**config.mk**
```make
export PLATFORM = sky130hd
export DESIGN_NAME = ifc_line_ctrl
export DESIGN_NICKNAME = d
export VERILOG_FILES = /design/src/include/ifc_pkg.sv /design/src/logic/ifc_line_ctrl.sv
export VERILOG_INCLUDE_DIRS = /design/src /design/src/include
export SDC_FILE = /design/constraint.sdc
export NUM_CORES = 1
export LEC_CHECK = 0
export BUFFER_PORTS_ARGS = -buffer_cell sky130_fd_sc_hd__buf_2
export CAP_MARGIN = 20
export CORE_ASPECT_RATIO = 0.7
export CORE_MARGIN = 3
export CORE_UTILIZATION = 50
export CTS_CLUSTER_SIZE = 8
export DETAILED_ROUTE_END_ITERATION = 7
export GPL_TIMING_DRIVEN = 0
export PLACE_DENSITY = 0.69
export RECOVER_POWER = 25
export SYNTH_ARGS = -nofsm -noshare
export SYNTH_HDL_FRONTEND = slang
export SYNTH_SLANG_ARGS = --single-unit
```
**constraint.sdc**
```tcl
create_clock -name clk -period 3.7 [get_ports clk]
set_clock_uncertainty 0.2 [all_clocks]
set_input_delay 0 -clock clk [delete_from_list [all_inputs] [get_ports clk]]
set_output_delay 0 -clock clk [all_outputs]
set_load 0.02 [all_outputs]
```
**src/include/ifc_map.svh**
```systemverilog
// Register offsets, field positions and reset values of the line controller
`ifndef IFC_MAP_SVH
`define IFC_MAP_SVH
`define IFC_OFS_LINE_MASK      12'h01C
`define IFC_OFS_LINE_FLAG      12'h028
`define IFC_OFS_LINE_DONE      12'h02C
`define IFC_OFS_LINE_TRIG      12'h030
`define IFC_OFS_SW_RAISE       12'h034
`define IFC_OFS_FAST_CTRL      12'h038
`define IFC_OFS_FAST_DONE      12'h03C
`define IFC_OFS_LINE_NUM       12'h040
`define IFC_OFS_NUM_DONE       12'h044
`define IFC_OFS_EXT_STATUS     12'h100
`define IFC_OFS_EVT_STATUS     12'h200
`define IFC_OFS_EVT_MASK       12'h204
`define IFC_MASK_RESET         32'hFFFFFFFF
`define IFC_FAST_MASK_BIT      0
`define IFC_FAST_TRIG_BIT      1
`define IFC_FAST_CTRL_RESET    2'h1
`define IFC_NO_REQ_BIT         8
`define IFC_EVT_LINE_BIT       0
`define IFC_EVT_FAST_BIT       1
`define IFC_EVT_EXT_BIT        2
`endif

```
**src/include/ifc_pkg.sv**
```systemverilog
// Types shared by the line controller
package ifc_pkg;
  typedef enum logic [1:0] {
    IFC_ACC_IDLE   = 2'b00,
    IFC_ACC_ACCESS = 2'b01
  } ifc_acc_type;
endpackage

```
**src/logic/ifc_line_ctrl.sv**
```systemverilog
// Prioritised normal/fast request line controller with APB registers
`timescale 1ns/1ps
`default_nettype none
`include "ifc_map.svh"

module ifc_line_ctrl #(
  parameter int LINES = 32,
  parameter int EXT   = 8
) (
  input  wire logic            clk,
  input  wire logic            rst_n,
  input  wire logic            psel,
  input  wire logic            penable,
  input  wire logic            pwrite,
  input  wire logic [11:0]     paddr,
  input  wire logic [31:0]     pwdata,
  output logic      [31:0]     prdata,
  output logic                 pready,
  output logic                 pslverr,
  input  wire logic [LINES-1:0] line_n,
  input  wire logic            fast_request_line_n,
  input  wire logic [EXT-1:0]  external_line,
  input  wire logic [EXT-1:0]  external_line_edge,
  output logic                 irq_req,
  output logic                 fiq_req,
  output logic                 evt_irq
);

  // Refuse line counts the status views cannot carry
  if (LINES != 32 || EXT < 1 || EXT > 8) begin : gen_bad_cfg
    $error("Unsupported line counts");
  end

  // ==========================================================
  // APB access
  // ==========================================================
  ifc_pkg::ifc_acc_type acc_ff;
  logic                 wr_stb;
  logic                 rd_stb;

  // Every access answered in its first access cycle
  assign wr_stb = psel & penable & pwrite & pready;
  assign rd_stb = psel & penable & ~pwrite & pready;

  always_ff @(posedge clk or negedge rst_n) begin
    if (!rst_n) begin
      acc_ff <= ifc_pkg::IFC_ACC_IDLE;
    end else begin
      unique case (acc_ff)
        ifc_pkg::IFC_ACC_IDLE: begin
          if (psel && !penable) begin
            acc_ff <= ifc_pkg::IFC_ACC_ACCESS;
          end
        end
        ifc_pkg::IFC_ACC_ACCESS: begin
          acc_ff <= ifc_pkg::IFC_ACC_IDLE;
        end
        default: begin
          acc_ff <= ifc_pkg::IFC_ACC_IDLE;
        end
      endcase
    end
  end

  always_ff @(posedge clk or negedge rst_n) begin
    if (!rst_n) begin
      pready <= 1'b0;
    end else begin
      pready <= psel & ~penable;
    end
  end

  function automatic logic hit(input logic [11:0] a, input logic [11:0] ofs);
    hit = (a == ofs);
  endfunction

  function automatic logic known(input logic [11:0] a);
    known = hit(a, `IFC_OFS_LINE_MASK) | hit(a, `IFC_OFS_LINE_FLAG)
          | hit(a, `IFC_OFS_LINE_DONE) | hit(a, `IFC_OFS_LINE_TRIG)
          | hit(a, `IFC_OFS_SW_RAISE) | hit(a, `IFC_OFS_FAST_CTRL)
          | hit(a, `IFC_OFS_FAST_DONE) | hit(a, `IFC_OFS_LINE_NUM)
          | hit(a, `IFC_OFS_NUM_DONE) | hit(a, `IFC_OFS_EXT_STATUS)
          | hit(a, `IFC_OFS_EVT_STATUS) | hit(a, `IFC_OFS_EVT_MASK);
  endfunction

  // ==========================================================
  // Configuration registers
  // ==========================================================
  logic [LINES-1:0] mask_ff;
  logic [LINES-1:0] trig_ff;
  logic [LINES-1:0] raise_ff;
  logic [1:0]       fast_ctrl_ff;
  logic [2:0]       evt_mask_ff;

  always_ff @(posedge clk or negedge rst_n) begin
    if (!rst_n) begin
      mask_ff <= `IFC_MASK_RESET;
    end else if (wr_stb && hit(paddr, `IFC_OFS_LINE_MASK)) begin
      mask_ff <= pwdata[LINES-1:0];
    end
  end

  always_ff @(posedge clk or negedge rst_n) begin
    if (!rst_n) begin
      trig_ff <= '0;
    end else if (wr_stb && hit(paddr, `IFC_OFS_LINE_TRIG)) begin
      trig_ff <= pwdata[LINES-1:0];
    end
  end

  always_ff @(posedge clk or negedge rst_n) begin
    if (!rst_n) begin
      raise_ff <= '0;
    end else if (wr_stb && hit(paddr, `IFC_OFS_SW_RAISE)) begin
      raise_ff <= pwdata[LINES-1:0];
    end
  end

  always_ff @(posedge clk or negedge rst_n) begin
    if (!rst_n) begin
      fast_ctrl_ff <= `IFC_FAST_CTRL_RESET;
    end else if (wr_stb && hit(paddr, `IFC_OFS_FAST_CTRL)) begin
      fast_ctrl_ff <= pwdata[1:0];
    end
  end

  always_ff @(posedge clk or negedge rst_n) begin
    if (!rst_n) begin
      evt_mask_ff <= '0;
    end else if (wr_stb && hit(paddr, `IFC_OFS_EVT_MASK)) begin
      evt_mask_ff <= pwdata[2:0];
    end
  end

  // ==========================================================
  // Completion commands
  // ==========================================================
  logic [LINES-1:0] done_vec;
  logic             fast_done;
  logic             flag_rd;

  always_comb begin
    done_vec = '0;
    if (wr_stb && hit(paddr, `IFC_OFS_LINE_DONE)) begin
      done_vec = pwdata[LINES-1:0];
    end
    if (wr_stb && hit(paddr, `IFC_OFS_NUM_DONE)) begin
      done_vec[pwdata[4:0]] = 1'b1;
    end
  end

  assign fast_done = wr_stb & hit(paddr, `IFC_OFS_FAST_DONE) & pwdata[0];
  // Both status views clear alike
  assign flag_rd = rd_stb & (hit(paddr, `IFC_OFS_LINE_FLAG)
                 | hit(paddr, `IFC_OFS_LINE_NUM));

  // ==========================================================
  // Per-line trigger and service state
  // ==========================================================
  logic [LINES-1:0] prev_ff;
  logic [LINES-1:0] pend_ff;
  logic [LINES-1:0] busy_ff;
  logic [LINES-1:0] req_vec;
  logic [LINES-1:0] flag_ff;

  always_ff @(posedge clk or negedge rst_n) begin
    if (!rst_n) begin
      prev_ff <= '1;
    end else begin
      prev_ff <= line_n;
    end
  end

  genvar g;
  generate
    for (g = 0; g < LINES; g++) begin : gen_line
      logic fall;
      logic trig;
      assign fall = prev_ff[g] & ~line_n[g];
      // Level lines request whenever low and not in service
      assign trig = (trig_ff[g] ? ~line_n[g] : fall) | raise_ff[g];

      always_ff @(posedge clk or negedge rst_n) begin
        if (!rst_n) begin
          pend_ff[g] <= 1'b0;
        end else if (trig && !busy_ff[g]) begin
          pend_ff[g] <= 1'b1;
        end else if (done_vec[g]) begin
          pend_ff[g] <= 1'b0;
        end
      end

      // Edge lines taken once pending, level lines once flagged and read; held until completion
      always_ff @(posedge clk or negedge rst_n) begin
        if (!rst_n) begin
          busy_ff[g] <= 1'b0;
        end else if (done_vec[g]) begin
          busy_ff[g] <= 1'b0;
        end else if (pend_ff[g] && !trig_ff[g]) begin
          busy_ff[g] <= 1'b1;
        end else if (flag_rd && flag_ff[g]) begin
          busy_ff[g] <= 1'b1;
        end
      end

      assign req_vec[g] = pend_ff[g] & ~mask_ff[g];
    end
  endgenerate

  // ==========================================================
  // Priority and status views
  // ==========================================================
  logic [LINES-1:0] nxt_flag;
  logic [4:0]       num_ff;
  logic [4:0]       nxt_num;
  logic             none_ff;
  logic             flag_held_ff;

  always_comb begin
    nxt_flag = '0;
    nxt_num  = '0;
    for (int i = LINES - 1; i >= 0; i--) begin
      // A line being completed this cycle must not be flagged again
      if (req_vec[i] && !done_vec[i] && !(busy_ff[i] && trig_ff[i])) begin
        nxt_flag = '0;
        nxt_flag[i] = 1'b1;
        nxt_num = 5'(i);
      end
    end
  end

  // Snapshot holds until read or its line completes, so a read sees a stable one-hot word
  always_ff @(posedge clk or negedge rst_n) begin
    if (!rst_n) begin
      flag_ff      <= '0;
      num_ff       <= '0;
      none_ff      <= 1'b1;
      flag_held_ff <= 1'b0;
    end else if (flag_rd) begin
      flag_ff      <= '0;
      num_ff       <= '0;
      none_ff      <= 1'b1;
      flag_held_ff <= 1'b0;
    end else if (!flag_held_ff || (flag_ff & done_vec) != '0) begin
      flag_ff      <= nxt_flag;
      num_ff       <= nxt_num;
      none_ff      <= (nxt_flag == '0);
      flag_held_ff <= (nxt_flag != '0);
    end
  end

  always_ff @(posedge clk or negedge rst_n) begin
    if (!rst_n) begin
      irq_req <= 1'b0;
    end else begin
      irq_req <= |req_vec;
    end
  end

  // ==========================================================
  // Fast request line
  // ==========================================================
  logic fprev_ff;
  logic fpend_ff;
  logic ftrig;

  assign ftrig = fast_ctrl_ff[`IFC_FAST_TRIG_BIT] ? ~fast_request_line_n
               : (fprev_ff & ~fast_request_line_n);

  always_ff @(posedge clk or negedge rst_n) begin
    if (!rst_n) begin
      fprev_ff <= 1'b1;
    end else begin
      fprev_ff <= fast_request_line_n;
    end
  end

  always_ff @(posedge clk or negedge rst_n) begin
    if (!rst_n) begin
      fpend_ff <= 1'b0;
    end else if (ftrig) begin
      fpend_ff <= 1'b1;
    end else if (fast_done) begin
      fpend_ff <= 1'b0;
    end
  end

  always_ff @(posedge clk or negedge rst_n) begin
    if (!rst_n) begin
      fiq_req <= 1'b0;
    end else begin
      fiq_req <= fpend_ff & ~fast_ctrl_ff[`IFC_FAST_MASK_BIT];
    end
  end

  // ==========================================================
  // External line status
  // ==========================================================
  logic [EXT-1:0] ext_ff;
  logic           ext_rd;

  assign ext_rd = rd_stb & hit(paddr, `IFC_OFS_EXT_STATUS);

  always_ff @(posedge clk or negedge rst_n) begin
    if (!rst_n) begin
      ext_ff <= '0;
    end else begin
      // Edge sources drop on read, new arrivals win
      ext_ff <= external_line
              | (ext_ff & ~(external_line_edge & {EXT{ext_rd}}));
    end
  end

  // ==========================================================
  // Event status and interrupt
  // ==========================================================
  logic [2:0] evt_ff;
  logic [2:0] evt_set;
  logic [2:0] evt_clr;

  assign evt_set = {|ext_ff, fiq_req, irq_req};
  assign evt_clr = (wr_stb && hit(paddr, `IFC_OFS_EVT_STATUS)) ? pwdata[2:0] : 3'h0;

  always_ff @(posedge clk or negedge rst_n) begin
    if (!rst_n) begin
      evt_ff <= '0;
    end else begin
      evt_ff <= evt_set | (evt_ff & ~evt_clr);
    end
  end

  always_ff @(posedge clk or negedge rst_n) begin
    if (!rst_n) begin
      evt_irq <= 1'b0;
    end else begin
      evt_irq <= |((evt_set | (evt_ff & ~evt_clr)) & evt_mask_ff);
    end
  end

  // ==========================================================
  // Read data
  // ==========================================================
  logic [31:0] rdata;

  always_comb begin
    rdata = '0;
    if (hit(paddr, `IFC_OFS_LINE_MASK)) rdata[LINES-1:0] = mask_ff;
    if (hit(paddr, `IFC_OFS_LINE_FLAG)) rdata[LINES-1:0] = flag_ff;
    if (hit(paddr, `IFC_OFS_LINE_TRIG)) rdata[LINES-1:0] = trig_ff;
    if (hit(paddr, `IFC_OFS_SW_RAISE))  rdata[LINES-1:0] = raise_ff;
    if (hit(paddr, `IFC_OFS_FAST_CTRL)) rdata[1:0] = fast_ctrl_ff;
    if (hit(paddr, `IFC_OFS_LINE_NUM)) begin
      rdata[4:0] = num_ff;
      rdata[`IFC_NO_REQ_BIT] = none_ff;
    end
    if (hit(paddr, `IFC_OFS_EXT_STATUS)) rdata[EXT-1:0] = ext_ff;
    if (hit(paddr, `IFC_OFS_EVT_STATUS)) rdata[2:0] = evt_ff;
    if (hit(paddr, `IFC_OFS_EVT_MASK))   rdata[2:0] = evt_mask_ff;
  end

  always_ff @(posedge clk or negedge rst_n) begin
    if (!rst_n) begin
      prdata  <= '0;
      pslverr <= 1'b0;
    end else begin
      prdata  <= (psel && !penable && !pwrite) ? rdata : 32'h0;
      pslverr <= psel & ~penable & ~known(paddr);
    end
  end

endmodule
`default_nettype wire
```
* Word-level counts from Yosys, hierarchy flattened
Index checks and enable logic that the tools add are counted.
** Storage, ports and cells
- Register bits :: 286
** Operators by class
- $lt $le $gt $ge :: 2
- Reductions and logical operators :: 407
- Bitwise logic cells :: 200
- Equality and inequality tests :: 12
- Muxes and demuxes :: 283
** Operator list (count)
- two-way mux 32 bit :: 41
- logical AND 1 bit :: 203
- two-way mux 1 bit :: 201
- two-way mux 5 bit :: 35
- zero test 1 bit :: 131
- nonzero test 3 bit :: 32
- AND 1 bit :: 77
- equality test 12 x 6 -> 1 bit, second input constant :: 6
- inverter 1 bit :: 69
- nonzero test 2 bit :: 34
- nonzero test 32 bit :: 2
- bitwise OR 1 bit :: 44
- AND 32 bit :: 1
- zero test 32 bit :: 1
- bitwise OR 32 bit :: 1
- OR reduction 32 bit :: 1
- equality test 12 x 10 -> 1 bit, second input constant :: 2
- equality test 12 x 7 -> 1 bit, second input constant :: 2
- AND 8 bit :: 2
- equality test 12 x 5 -> 1 bit, second input constant :: 1
- equality test 12 x 9 -> 1 bit, second input constant :: 1
- two-way mux 3 bit :: 3
- two-way mux 8 bit :: 1
- inverter 8 bit :: 1
- 11 further kinds :: 12

* Depth between registers and ports, before layout
Gate-level depths: netlist (run 1).
- Depth in word-level cells :: 45
- Mapped depth :: 13
- Mapped depth without buffers :: 9

* Worst setup path after synthesis (run 1)
Ideal clock, no wire load.
- Kind :: reg-to-reg
- From :: register pready
- To :: register flag_ff[18]
- Data required time :: 3.364 ns
- Setup slack :: 0.435 ns
- Cell stages (with the launch flop) :: 13
- Library setup time :: 0.136 ns
- Arrival :: 2.929 ns
- Cells stage by stage :: dfrtp_1 -> nand4_2 -> nor3_4 -> buf_4 -> nand4_1 -> o21ai_0 -> a22oi_1 -> nand4_1 -> nor4_1 -> and2_1 -> clkbuf_1 -> clkbuf_1 -> o21ai_0
** Between the ends
- Longest elaborated chain between the ends :: 41
- Elaborated cells on any way between the ends :: 138
- Classes of those cells :: 35 x mux; 5 x bitwise; 98 x reduce/logical
** RTL lines
- start, declared :: RTL line ifc_line_ctrl.sv:18 : output logic pready,
- start signal, assigned :: RTL line ifc_line_ctrl.sv:69 : pready <= psel & ~penable;
- AND 1 bit :: RTL line ifc_line_ctrl.sv:42 : assign wr_stb = psel & penable & pwrite & pready;
- logical AND 1 bit :: RTL line ifc_line_ctrl.sv:144 : if (wr_stb && hit(paddr, `IFC_OFS_LINE_DONE)) begin
- two-way mux 32 bit :: RTL line ifc_line_ctrl.sv:144
- bitwise OR 32 bit (no line)
- two-way mux 32 bit :: RTL line ifc_line_ctrl.sv:147 : if (wr_stb && hit(paddr, `IFC_OFS_NUM_DONE)) begin
- zero test 1 bit :: RTL line ifc_line_ctrl.sv:224 : if (req_vec[i] && !done_vec[i] && !(busy_ff[i] && trig_ff[i])) begin
- logical AND 1 bit (2 in a row) :: RTL line ifc_line_ctrl.sv:224
- two-way mux 32 bit (31 in a row) :: RTL line ifc_line_ctrl.sv:224
- two-way mux 32 bit :: RTL line ifc_line_ctrl.sv:244 : end else if (!flag_held_ff || (flag_ff & done_vec) != '0) begin
- two-way mux 32 bit :: RTL line ifc_line_ctrl.sv:239 : end else if (flag_rd) begin
- end signal, assigned :: RTL line ifc_line_ctrl.sv:245 : flag_ff <= nxt_flag;
- end, declared :: RTL line ifc_line_ctrl.sv:164 : logic [LINES-1:0] flag_ff;
Parallel ways exist; a longest one is shown, timed or not. The select of a mux whose other input is x is not followed.
A chain may end at the register's enable or synchronous reset.

* Worst setup path in the final report (run 1)
- From :: input paddr[10]
- To :: register trig_ff[21]
** Between the ends
- Longest elaborated chain between the ends :: 2
** RTL lines
- start, declared :: RTL line ifc_line_ctrl.sv:15 : input wire logic [11:0] paddr,
- equality test 12 x 6 -> 1 bit :: RTL line ifc_line_ctrl.sv:74 : hit = (a == ofs);
- logical AND 1 bit :: RTL line ifc_line_ctrl.sv:106 : end else if (wr_stb && hit(paddr, `IFC_OFS_LINE_TRIG)) begin
- end signal, assigned :: RTL line ifc_line_ctrl.sv:107 : trig_ff <= pwdata[LINES-1:0];
- end, declared :: RTL line ifc_line_ctrl.sv:90 : logic [LINES-1:0] trig_ff;
Every way passes these cells.

==> key figures, run 1 <==
Run status
  – Status: complete, but fails checks
  – Failing checks: setup timing

STA
  – Final number of setup-violating endpoints: 10
  – Setup ws final: -0.0771 ns
  – Fmax: 0.265 GHz
  – RSZ-0062 raised after global routing: true
  – Worst slew margin: 8.04%
  – Hold Vio Cnt, Final: 0
  – Worst slew pin tran: 1.38 ns
  – Final worst path period need: ~3.8 ns
  – Count of pins over their slew limit: 0
  – Hold Slack: around 0.0096 ns
  – Setup TNS: -0.474 ns
  – Final period util: 102%

Synth
  – Netlist cell types: 73
  – Yosys warning count: 0
  – Synth Register Bits: around 290
  – Sequential share of the synthesized area: 51.6%
  – Post-synth ARST share: 100%
  – Syn Area/Cell: 9.81 µm²
  – Cell Area, Synth: roughly 14000 µm²
  – Syn_nets: around 1500
  – Post-Synthesis Cells: approximately 1400
  – Post-synth EDFFs: 0
  – Most used DFF post-synth: dfrtp_1

Finish
  – Synth-to-Final Area Change: 30.0%
  – Share of cells above drive strength 1: 20.1%
  – Commonest cells after routing, fill and taps aside: 219 x dfrtp_1, 158 x nand2_1, 151 x dlygate4sd3_1
  – Layout Utilization: between 60% and 70%
  – Final Non-Filler Cells: between 2000 and 2500
  – # diodes: 0
  – Most common cell after layout, fill and taps aside: dfrtp_1
  – Final #Nets: about 1900
  – Fill cell count: 2120

Floorplan
  – Die area: 30100 µm²
  – Site Rows: 50
  – Chip width: 206 µm
  – Ports: 135
  – Die Y: ~150 µm
  – Initial Util: 51.7%
  – Core box area: 27200 µm²

Setup path
  – FF-to-FF End: none_ff
  – Kind of critical path: in2reg
  – Crit path capture: trig_ff[21]
  – Max FO, Critical Path: 10
  – Required time of the critical path: 3.95 ns
  – Worst r2r src: pready
  – Critical path startpoint: paddr[10]
  – Setup crit start kind: input port
  – Setup slack, reg-to-reg: 0.05 ns
  – Worst setup EP type: flop
  – R2R cell count: 13
  – Crit path DAT: 4.03 ns

Clocking
  – CTS tree: yes
  – Clk_lat worst skew: roughly 0.54 ns
  – CTS buffer count: 42
  – CTS Sinks: 286
  – Root buf cell: clkbuf_16
  – H-tree depth: 2
  – Clk slew on worst S/H paths: 0.05 ns
  – CTS Buffer Depth: 3

Placement
  – Pre-CTS setup slack: -1.07 ns
  – Placed cell count: 1930
  – Placer Congestion: 1.03
  – Placed wire-length estimate: ~40000 µm
  – I/O Buffers: 133

Routing
  – Vias/cell: 6.41
  – Final WL: about 58000 µm
  – DRC: 0
  – DR WL/cell: roughly 27 µm
  – DRT Pass-1 Iters: 6
  – DRT antenna net count: 0
  – Detailed Route Iter0 Violations: 2030
  – Via Count: 13900

Global routing
  – Largest net degree at the start of global routing: 114
  – Vias in the first global route: ~14000
  – Grt ovf: 0
  – Global-route wire length before repair: 86500 µm
  – Gr usage total: 38.6%
  – Initial antenna violation count: 3

Power
  – Maximum vdd drop: between 0.0004 and 0.0005 V
  – Lkg Pwr: 7.56 nW
  – P per Cell Area: 394 nW/µm²

Hold path
  – Hold crit path type: in2reg

Run
  – Max-Cap Viols: 0
## synthesized netlist by cell type (5+ instances only)
library cell  number  area (µm²)
nor2_1           134         503
nand4_1           19         119
o211ai_1           8        60.1
a32oi_1           14         123
buf_4              8        60.1
o21ai_1            7        35.0
nor3_1            38         190
a21boi_0           6        45.0
or2_2              9        56.3
o31ai_1           13        97.6
a221oi_1           5        43.8
clkbuf_1          56         210
o41ai_1           15         131
a31oi_1            5        31.3
nand2_1          158         593
a32o_1            11         110
nand2b_1          36         225
nor2b_1           17         106
dfstp_2           67        1760
o22ai_1           20         125
and2_1             6        37.5
a22o_1             7        61.3
a21o_1            19         143
inv_1             50         188
o21ai_0           81         405
a21oi_1          115         576
a222oi_1           9        90.1
a22oi_1           69         518
dfrtp_1          219        5480
nand3_1           41         205
a211oi_1           8        60.1
mux2_2            77         867
nor4_1            12        75.1
o21bai_1           6        45.0
## how the worst min path moves through the flow
stage	start	endpoint	depth (start not counted)
6_report	fast_request_line_n	fpend_ff	3
2_1_floorplan	rst_n	busy_ff[0]	0
4_1_cts	pwdata[1]	trig_ff[1]	4
5_1_grt	fast_request_line_n	fpend_ff	3
3_3_place_gp	fast_request_line_n	fprev_ff	1
3_5_place_dp	rst_n	pend_ff[17]	1
## per-stage QoR
stage	power (W)	instance area, µm²
6_report	0.00719	18200
2_1_floorplan	0.00332	14000
3_3_place_gp	0.00351	15100
4_1_cts	0.00717	18200
5_1_grt	0.00739	18200
3_5_place_dp	0.00352	15200
## sequential cells by signal (all words and copies together), names as in the netlist
signal and cells:
ext_ff 8, prdata 32, flag_ff 32, flag_held_ff 1, fiq_req 1, raise_ff 32, pready 1, pslverr 1
pend_ff 32, evt_mask_ff 3, mask_ff 32, fpend_ff 1, prev_ff 32, fast_ctrl_ff 2, busy_ff 32, fprev_ff 1
irq_req 1, trig_ff 32, none_ff 1, num_ff 5, evt_irq 1, evt_ff 3
## timing repair
item	4_1_cts	5_1_grt
hold endpoints to repair	388	0
gates cloned	0	1
hold buffers	152	0
setup buffers	13	7
pin swaps	11	4
endpoints found under the setup margin	39	48
gates resized for setup	37	37
## layout make-up
class | instances | area (µm²) | share of cell area, %
plain buffers | 71 | 364 | 2.00
clock buffers | 69 | 1180 | 6.49
clock inverters | 2 | 17.5 | 0.0961
inverters | 51 | 191 | 1.05
multi-input cells | 1020 | 6450 | 35.4
flip-flops and latches | 286 | 7240 | 39.7
well taps | 364 | 455 | 2.50
repair buffers | 310 | 2330 | 12.8
## where the power goes
group          internal, W  switching, W
Combinational     0.000166      0.000241
Sequential         0.00318     0.0000136
Clock              0.00216       0.00143
## metal layers
metal	global-route usage (%)	vias to the layer above	part of all wire, %
met5	0	-	0.046
met4	12.3	4	3.5
met3	12.9	174	13
met2	53.0	915	40
met1	57.4	6865	43
li1	-	5969	-
## cell families (layout without fill, tap and decap cells)
logic type | count (synthesis) | count (layout) | synth area share (%)
buffers and inverters | 124 | 503 | 3.78
DFF | 286 | 286 | 51.6
and+or+nand+nor | 508 | 508 | 17.9
muxes | 77 | 77 | 6.18
AOI/OAI and AO/OA | 435 | 435 | 20.5
## critical path, stage by stage
cell and delay [ns]:
buf_2 0.11, dlygate4sd3_1 0.61, or2_2 0.35, nor2_1 0.12
nand3_1 0.32, nor3_1 0.59, buf_1 0.84, clkbuf_1 0.83
nand2_1 0.12, o21ai_0 0.12
Power figures use the tool's default switching activity.
==> run 2: changes to the inputs <==
--- a/config.mk
+++ b/config.mk
@@ -16,6 +16,7 @@
 export GPL_TIMING_DRIVEN = 0
 export PLACE_DENSITY = 0.69
 export RECOVER_POWER = 25
+export SLEW_MARGIN = 5
 export SYNTH_ARGS = -nofsm -noshare
 export SYNTH_HDL_FRONTEND = slang
 export SYNTH_SLANG_ARGS = --single-unit
==> constraint.sdc (replaced) <==
create_clock -name clk -period 3.7 [get_ports clk]
set_clock_uncertainty 0.2 [all_clocks]
set_input_delay 0.74 -clock clk [delete_from_list [all_inputs] [get_ports clk]]
set_output_delay 0.74 -clock clk [all_outputs]
set_load 0.02 [all_outputs]
==> run 2 against run 1 <==
Worst hold slack gained 0.089 ns. The flow finishes with violations (capacitance limit, slew limit, setup timing). Register-to-register slack gained 0.06 ns. Utilization shrank 2.9 points. Worst setup slack gained 0.067 ns. Clock power shrank 3%. Sequential share of layout area grew 1.8 points. Via count shrank 3.8%. Non-clock buffer count shrank 120. Die area is the same.
==> key figures, run 2 (synthesis gave the netlist of run 1 again) <==
Routing
  – DRT Pass-1 Iters: 6
  – DRT antenna net count: 0
  – Detailed Route Iter0 Violations: 2025
  – Vias/cell: 6.51
  – Final WL: approximately 56000 µm
  – Via Count: between 10000 and 15000
  – DRC: 0
  – DR WL/cell: 27.4 µm

Floorplan
  – Die area: 30100 µm²
  – Site Rows: 50
  – Core box area: about 27000 µm²
  – Initial Util: 51.7%
  – Chip width: 206 µm
  – Die Y: between 100 and 150 µm
  – Ports: 135

Finish
  – Share of cells above drive strength 1: between 20% and 30%
  – Commonest cells after routing, fill and taps aside: 219 x dfrtp_1, 158 x nand2_1, 131 x nor2_1
  – Most common cell after layout, fill and taps aside: dfrtp_1
  – Final #Nets: 1759
  – Final Non-Filler Cells: ~2000
  – Register Area: 7240 µm²
  – Synth-to-Final Area Change: 24.3%
  – Multi-input logic area: 6740 µm²
  – Fill cell count: 2301

Global routing
  – Global-route wire length before repair: between 80000 and 90000 µm
  – Largest net degree at the start of global routing: 110
  – Vias in the first global route: 13100
  – Initial antenna violation count: 1
  – Grt ovf: 0
  – Gr usage total: a little under two fifths

Power
  – P per Cell Area: ~400 nW/µm²
  – Maximum vdd drop: 0.000401 V
  – Power Total: 0.00698 W
  – Lkg Pwr: 7.50 nW

Hold path
  – Hold crit path type: in2reg

Run status
  – Failing checks: capacitance limit, slew limit, setup timing
  – Status: complete, but fails checks

STA
  – Final worst path period need: 3.71 ns
  – Worst slew pin tran: 2.13 ns
  – Worst slew margin: -41.9%
  – Fmax: 0.270 GHz
  – Final period util: 100%
  – Final number of setup-violating endpoints: 2
  – Setup ws final: -0.0101 ns
  – Count of pins over their slew limit: 84
  – Hold Vio Cnt, Final: 0

Placement
  – Placer Congestion: 1.02
  – I/O Buffers: roughly 130
  – Placed cell count: 1930
  – Placed wire-length estimate: 41200 µm

Setup path
  – Crit path DAT: 3.97 ns
  – Setup crit start kind: input port
  – Required time of the critical path: 3.96 ns
  – Worst setup EP type: flop
  – Max FO, Critical Path: 10
  – Setup slack, reg-to-reg: approximately 0.11 ns
  – Kind of critical path: in2reg

Run
  – Max-Cap Viols: 1

Clocking
  – CTS tree: yes
  – CTS Sinks: 286
  – Root buf cell: clkbuf_16
  – Clk slew on worst S/H paths: 0.05 ns
  – Clk_lat worst skew: 0.54 ns
  – CTS Buffer Depth: 3
  – CTS buffer count: 41
  – H-tree depth: 2
-- run 2: layout make-up --
cell class,instances,share of cell area (%)
antenna,1,0.0144
buffer,66,2.55
clock buffer,72,6.61
clock inverter,2,0.100
inverter,51,1.10
multi-input combinational,1020,38.7
sequential,286,41.5
tap,364,2.61
timing repair buffer,195,6.80
-- run 2: timing repair --
action,in CTS,in global routing
hold endpoints to repair,0,0
setup buffers,38,19
resized for setup,114,74
hold buffers,0,0
gates cloned,1,0
endpoints found under the setup margin,150,112
pin swaps,26,19
-- run 2: worst max-delay path, stage by stage --
cell and delay, ns:
buf_2 0.13, or4b_4 0.56, nor4_4 0.33, buf_4 0.19, buf_6 0.14, buf_6 0.20
o22ai_1 0.11, nand2_1 0.12, o211ai_2 0.15, or3_1 0.35, buf_6 0.14, or2_4 0.25
or4_4 0.43, o21ai_2 0.12
-- run 2: path summary, 6_finish.rpt --
path,start,endpoint,cells after the start
max in group asynchronous,rst_n,prdata[28],3
hold / removal,line_n[22],prev_ff[22],1
setup reg to reg,pready,flag_ff[22],13
hold reg to reg,busy_ff[0],pend_ff[0],1
min in group asynchronous,rst_n,trig_ff[16],1
setup / recovery,paddr[8],flag_ff[22],14
-- run 2: power breakdown --
group | switching [W] | total [W] | internal [W]
logic | 0.000224 | 0.000304 | 0.0000796
clock network | 0.00140 | 0.00349 | 0.00209
registers | 0.0000135 | 0.00319 | 0.00318
total | 0.00163 | 0.00698 | 0.00535
-- run 2: layer usage --
layer  GRT usage (%)  vias to the layer above  wire, µm
li1                -                     5735         -
met1            58.0                     6631     24700
met2            49.0                      895     22200
met3            11.9                      133      7810
met4            10.3                        0      1610
met5               0                        -         0
-- run 2: per-stage QoR --
step                setup TNS [ns]  setup slack [ns]  hold slack, ns  area (µm²)  util (%)
finish                     -0.0192           -0.0101          0.0988       17400      64.2
CTS                              0           0.00370         0.00465       17100      63.1
floorplan                  -0.0143           -0.0143           0.240       14000         -
global route                -0.130           -0.0557          0.0907       17400      64.2
detailed placement         -167.32             -1.62           0.257       15200      56.1
global placement          -1100.14             -3.65           0.250       15100      55.8
==> run 3: changes to the inputs <==
--- a/config.mk
+++ b/config.mk
@@ -11,6 +11,7 @@
 export CORE_ASPECT_RATIO = 0.7
 export CORE_MARGIN = 3
 export CORE_UTILIZATION = 50
+export CTS_BUF_LIST = sky130_fd_sc_hd__clkbuf_8
 export CTS_CLUSTER_SIZE = 8
 export DETAILED_ROUTE_END_ITERATION = 7
 export GPL_TIMING_DRIVEN = 0
==> run 3 against run 2 <==
The run still ends with capacitance limit, slew limit, setup timing left. Die area is the same. Clock power shrank 26%. Power shrank 13%. Largest power group is now sequential cells. Non-clock buffer count shrank 7. Clock-buffer cell count shrank 19. First-iteration DRC count shrank 9.0%. Sequential cell count is the same. Utilization shrank 1.8 points. Largest cell class unchanged. Worst hold slack lost 0.066 ns.
==> key figures, run 3 (synthesis gave the netlist of run 1 again) <==
Setup path
  – Max FO, Critical Path: 10
  – Worst setup EP type: flop
  – Crit path DAT: 4.09 ns
  – Required time of the critical path: 3.97 ns
  – Kind of critical path: in2reg
  – Setup crit start kind: input port

Floorplan
  – Site Rows: 50
  – Die Y: 146 µm
  – Chip width: 206 µm
  – Initial Util: 51.7%
  – Ports: 135
  – Die area: ~30000 µm²
  – Core box area: 27200 µm²

Clocking
  – H-tree depth: 2
  – Clk slew on worst S/H paths: about 0.070 ns
  – Root buf cell: clkbuf_8
  – Clk_lat worst skew: 0.59 ns
  – CTS Buffer Depth: 3
  – CTS Sinks: about 290
  – CTS tree: yes
  – CTS buffer count: 45

Global routing
  – Gr usage total: a little under two fifths
  – Vias in the first global route: 12900
  – Grt ovf: 0
  – Global-route wire length before repair: 82500 µm
  – Initial antenna violation count: 2
  – Largest net degree at the start of global routing: 110

Power
  – Clock power frac: 42.7%
  – Psw: 0.00154 W
  – Power Total: 0.00609 W
  – Lkg Pwr: 7.40 nW
  – Flop pwr share: 52.3%
  – P per Cell Area: 359 nW/µm²
  – Sw frac: 25.3%
  – Combinational Power Share: 4.9%
  – Internal: 0.00455 W
  – Maximum vdd drop: 0.000341 V

STA
  – Hold Vio Cnt, Final: 0
  – Worst slew margin: -42.1%
  – Count of pins over their slew limit: 84
  – Fmax: 0.262 GHz
  – Final period util: 103%
  – Setup ws final: -0.120 ns
  – Worst slew pin tran: 2.13 ns
  – RSZ-0062 raised after global routing: true
  – Final worst path period need: 3.82 ns
  – Final number of setup-violating endpoints: 23

Routing
  – DRT antenna net count: 0
  – DRC: 0
  – Top layer in use: met5
  – Vias/cell: 6.42
  – DRT met1 WL: 24900 µm
  – Via Count: 13200
  – Met3 wire length: 7700 µm
  – Final WL: 55900 µm
  – DRT Pass-1 Iters: 6
  – Detailed Route Iter0 Violations: 1843
  – Met2 WL: between 20000 and 25000 µm
  – DR WL/cell: 27.1 µm

Finish
  – Share of cells above drive strength 1: between 20% and 30%
  – Most common cell after layout, fill and taps aside: dfrtp_1
  – Fill cell count: 2366
  – # diodes: 0
  – Commonest cells after routing, fill and taps aside: 219 x dfrtp_1, 158 x nand2_1, 132 x nor2_1
  – Final Non-Filler Cells: roughly 2100
  – Final #Nets: 1756
  – Synth-to-Final Area Change: 20.8%
  – Post-route cell area: 16900 µm²

Placement
  – I/O Buffers: 133
  – Placer Congestion: 1.02
  – Dpl cell area: 15200 µm²
  – Placed wire-length estimate: 41200 µm
  – Placed cell count: 1930

Run status
  – Status: complete, but fails checks
  – Failing checks: capacitance limit, slew limit, setup timing

Hold path
  – Hold crit path type: in2reg

Run
  – Max-Cap Viols: 1
-- run 3: worst max-delay path, stage by stage --
cell and delay, ns:
buf_2 0.13, or4_4 0.56, or2_2 0.34, nor2_1 0.09, nand3_1 0.27, or2_2 0.49, nor2_2 0.56, clkbuf_2 0.52
mux2_2 0.39
-- run 3: per-layer routing --
metal / track usage (%) / vias up
met5: 0 / -
met4: 10.5 / 2
met1: 57.7 / 6502
met2: 47.9 / 874
met3: 12.1 / 124
li1: - / 5714
-- run 3: final cells by class --
class / instances / area [µm²] / area share (%)
multi-input combinational: 1020 / 6650 / 39.2
clock buffer: 53 / 729 / 4.31
timing repair buffer: 187 / 1130 / 6.66
inverter: 51 / 191 / 1.13
clock inverter: 30 / 120 / 0.709
sequential: 286 / 7240 / 42.7
tap: 364 / 455 / 2.69
buffer: 67 / 427 / 2.52
-- run 3: worst paths after layout --
kind,start,to,slack (ns),cells after the start
worst max-delay path,paddr[8],raise_ff[3],-0.12,9
worst min-delay path,line_n[21],prev_ff[21],0.03,1
worst max register to register,pready,num_ff[4],0.10,14
worst min register to register,busy_ff[0],pend_ff[0],0.27,1
max in group asynchronous,rst_n,busy_ff[25],0.33,4
min in group asynchronous,rst_n,trig_ff[16],1.08,2
-- run 3: stage by stage --
| step | hold WS, ns | setup TNS [ns] | setup WS [ns] | util (%) |
|---|---|---|---|---|
| 6_report | 0.0327 | -1.64 | -0.120 | 62.4 |
| 5_1_grt | 0.0261 | -6.74 | -0.175 | 62.4 |
| 4_1_cts | 0.0333 | 0 | 0.00271 | 61.2 |
| 3_5_place_dp | 0.257 | -167.32 | -1.62 | 56.1 |
| 3_3_place_gp | 0.250 | -1100.14 | -3.65 | 55.8 |
| 2_1_floorplan | 0.240 | -0.0143 | -0.0143 | - |
-- run 3: power by group through the flow --
stage | combinational [W] | sequential [W] | clock, W
final | 0.000299 | 0.00319 | 0.00260
after global routing | 0.000323 | 0.00319 | 0.00277
after CTS | 0.000295 | 0.00319 | 0.00262
after detailed placement | 0.000287 | 0.00324 | 0
after global placement | 0.000275 | 0.00324 | 0
after floorplan | 0.0000810 | 0.00324 | 0
-- run 3: timing repair --
item	in CTS	in global routing
endpoints found under the hold margin	61	0
hold buffers	1	0
pin swaps	20	17
cloned	0	1
resized for setup	85	73
endpoints found under the setup margin	141	125
buffers inserted	30	18
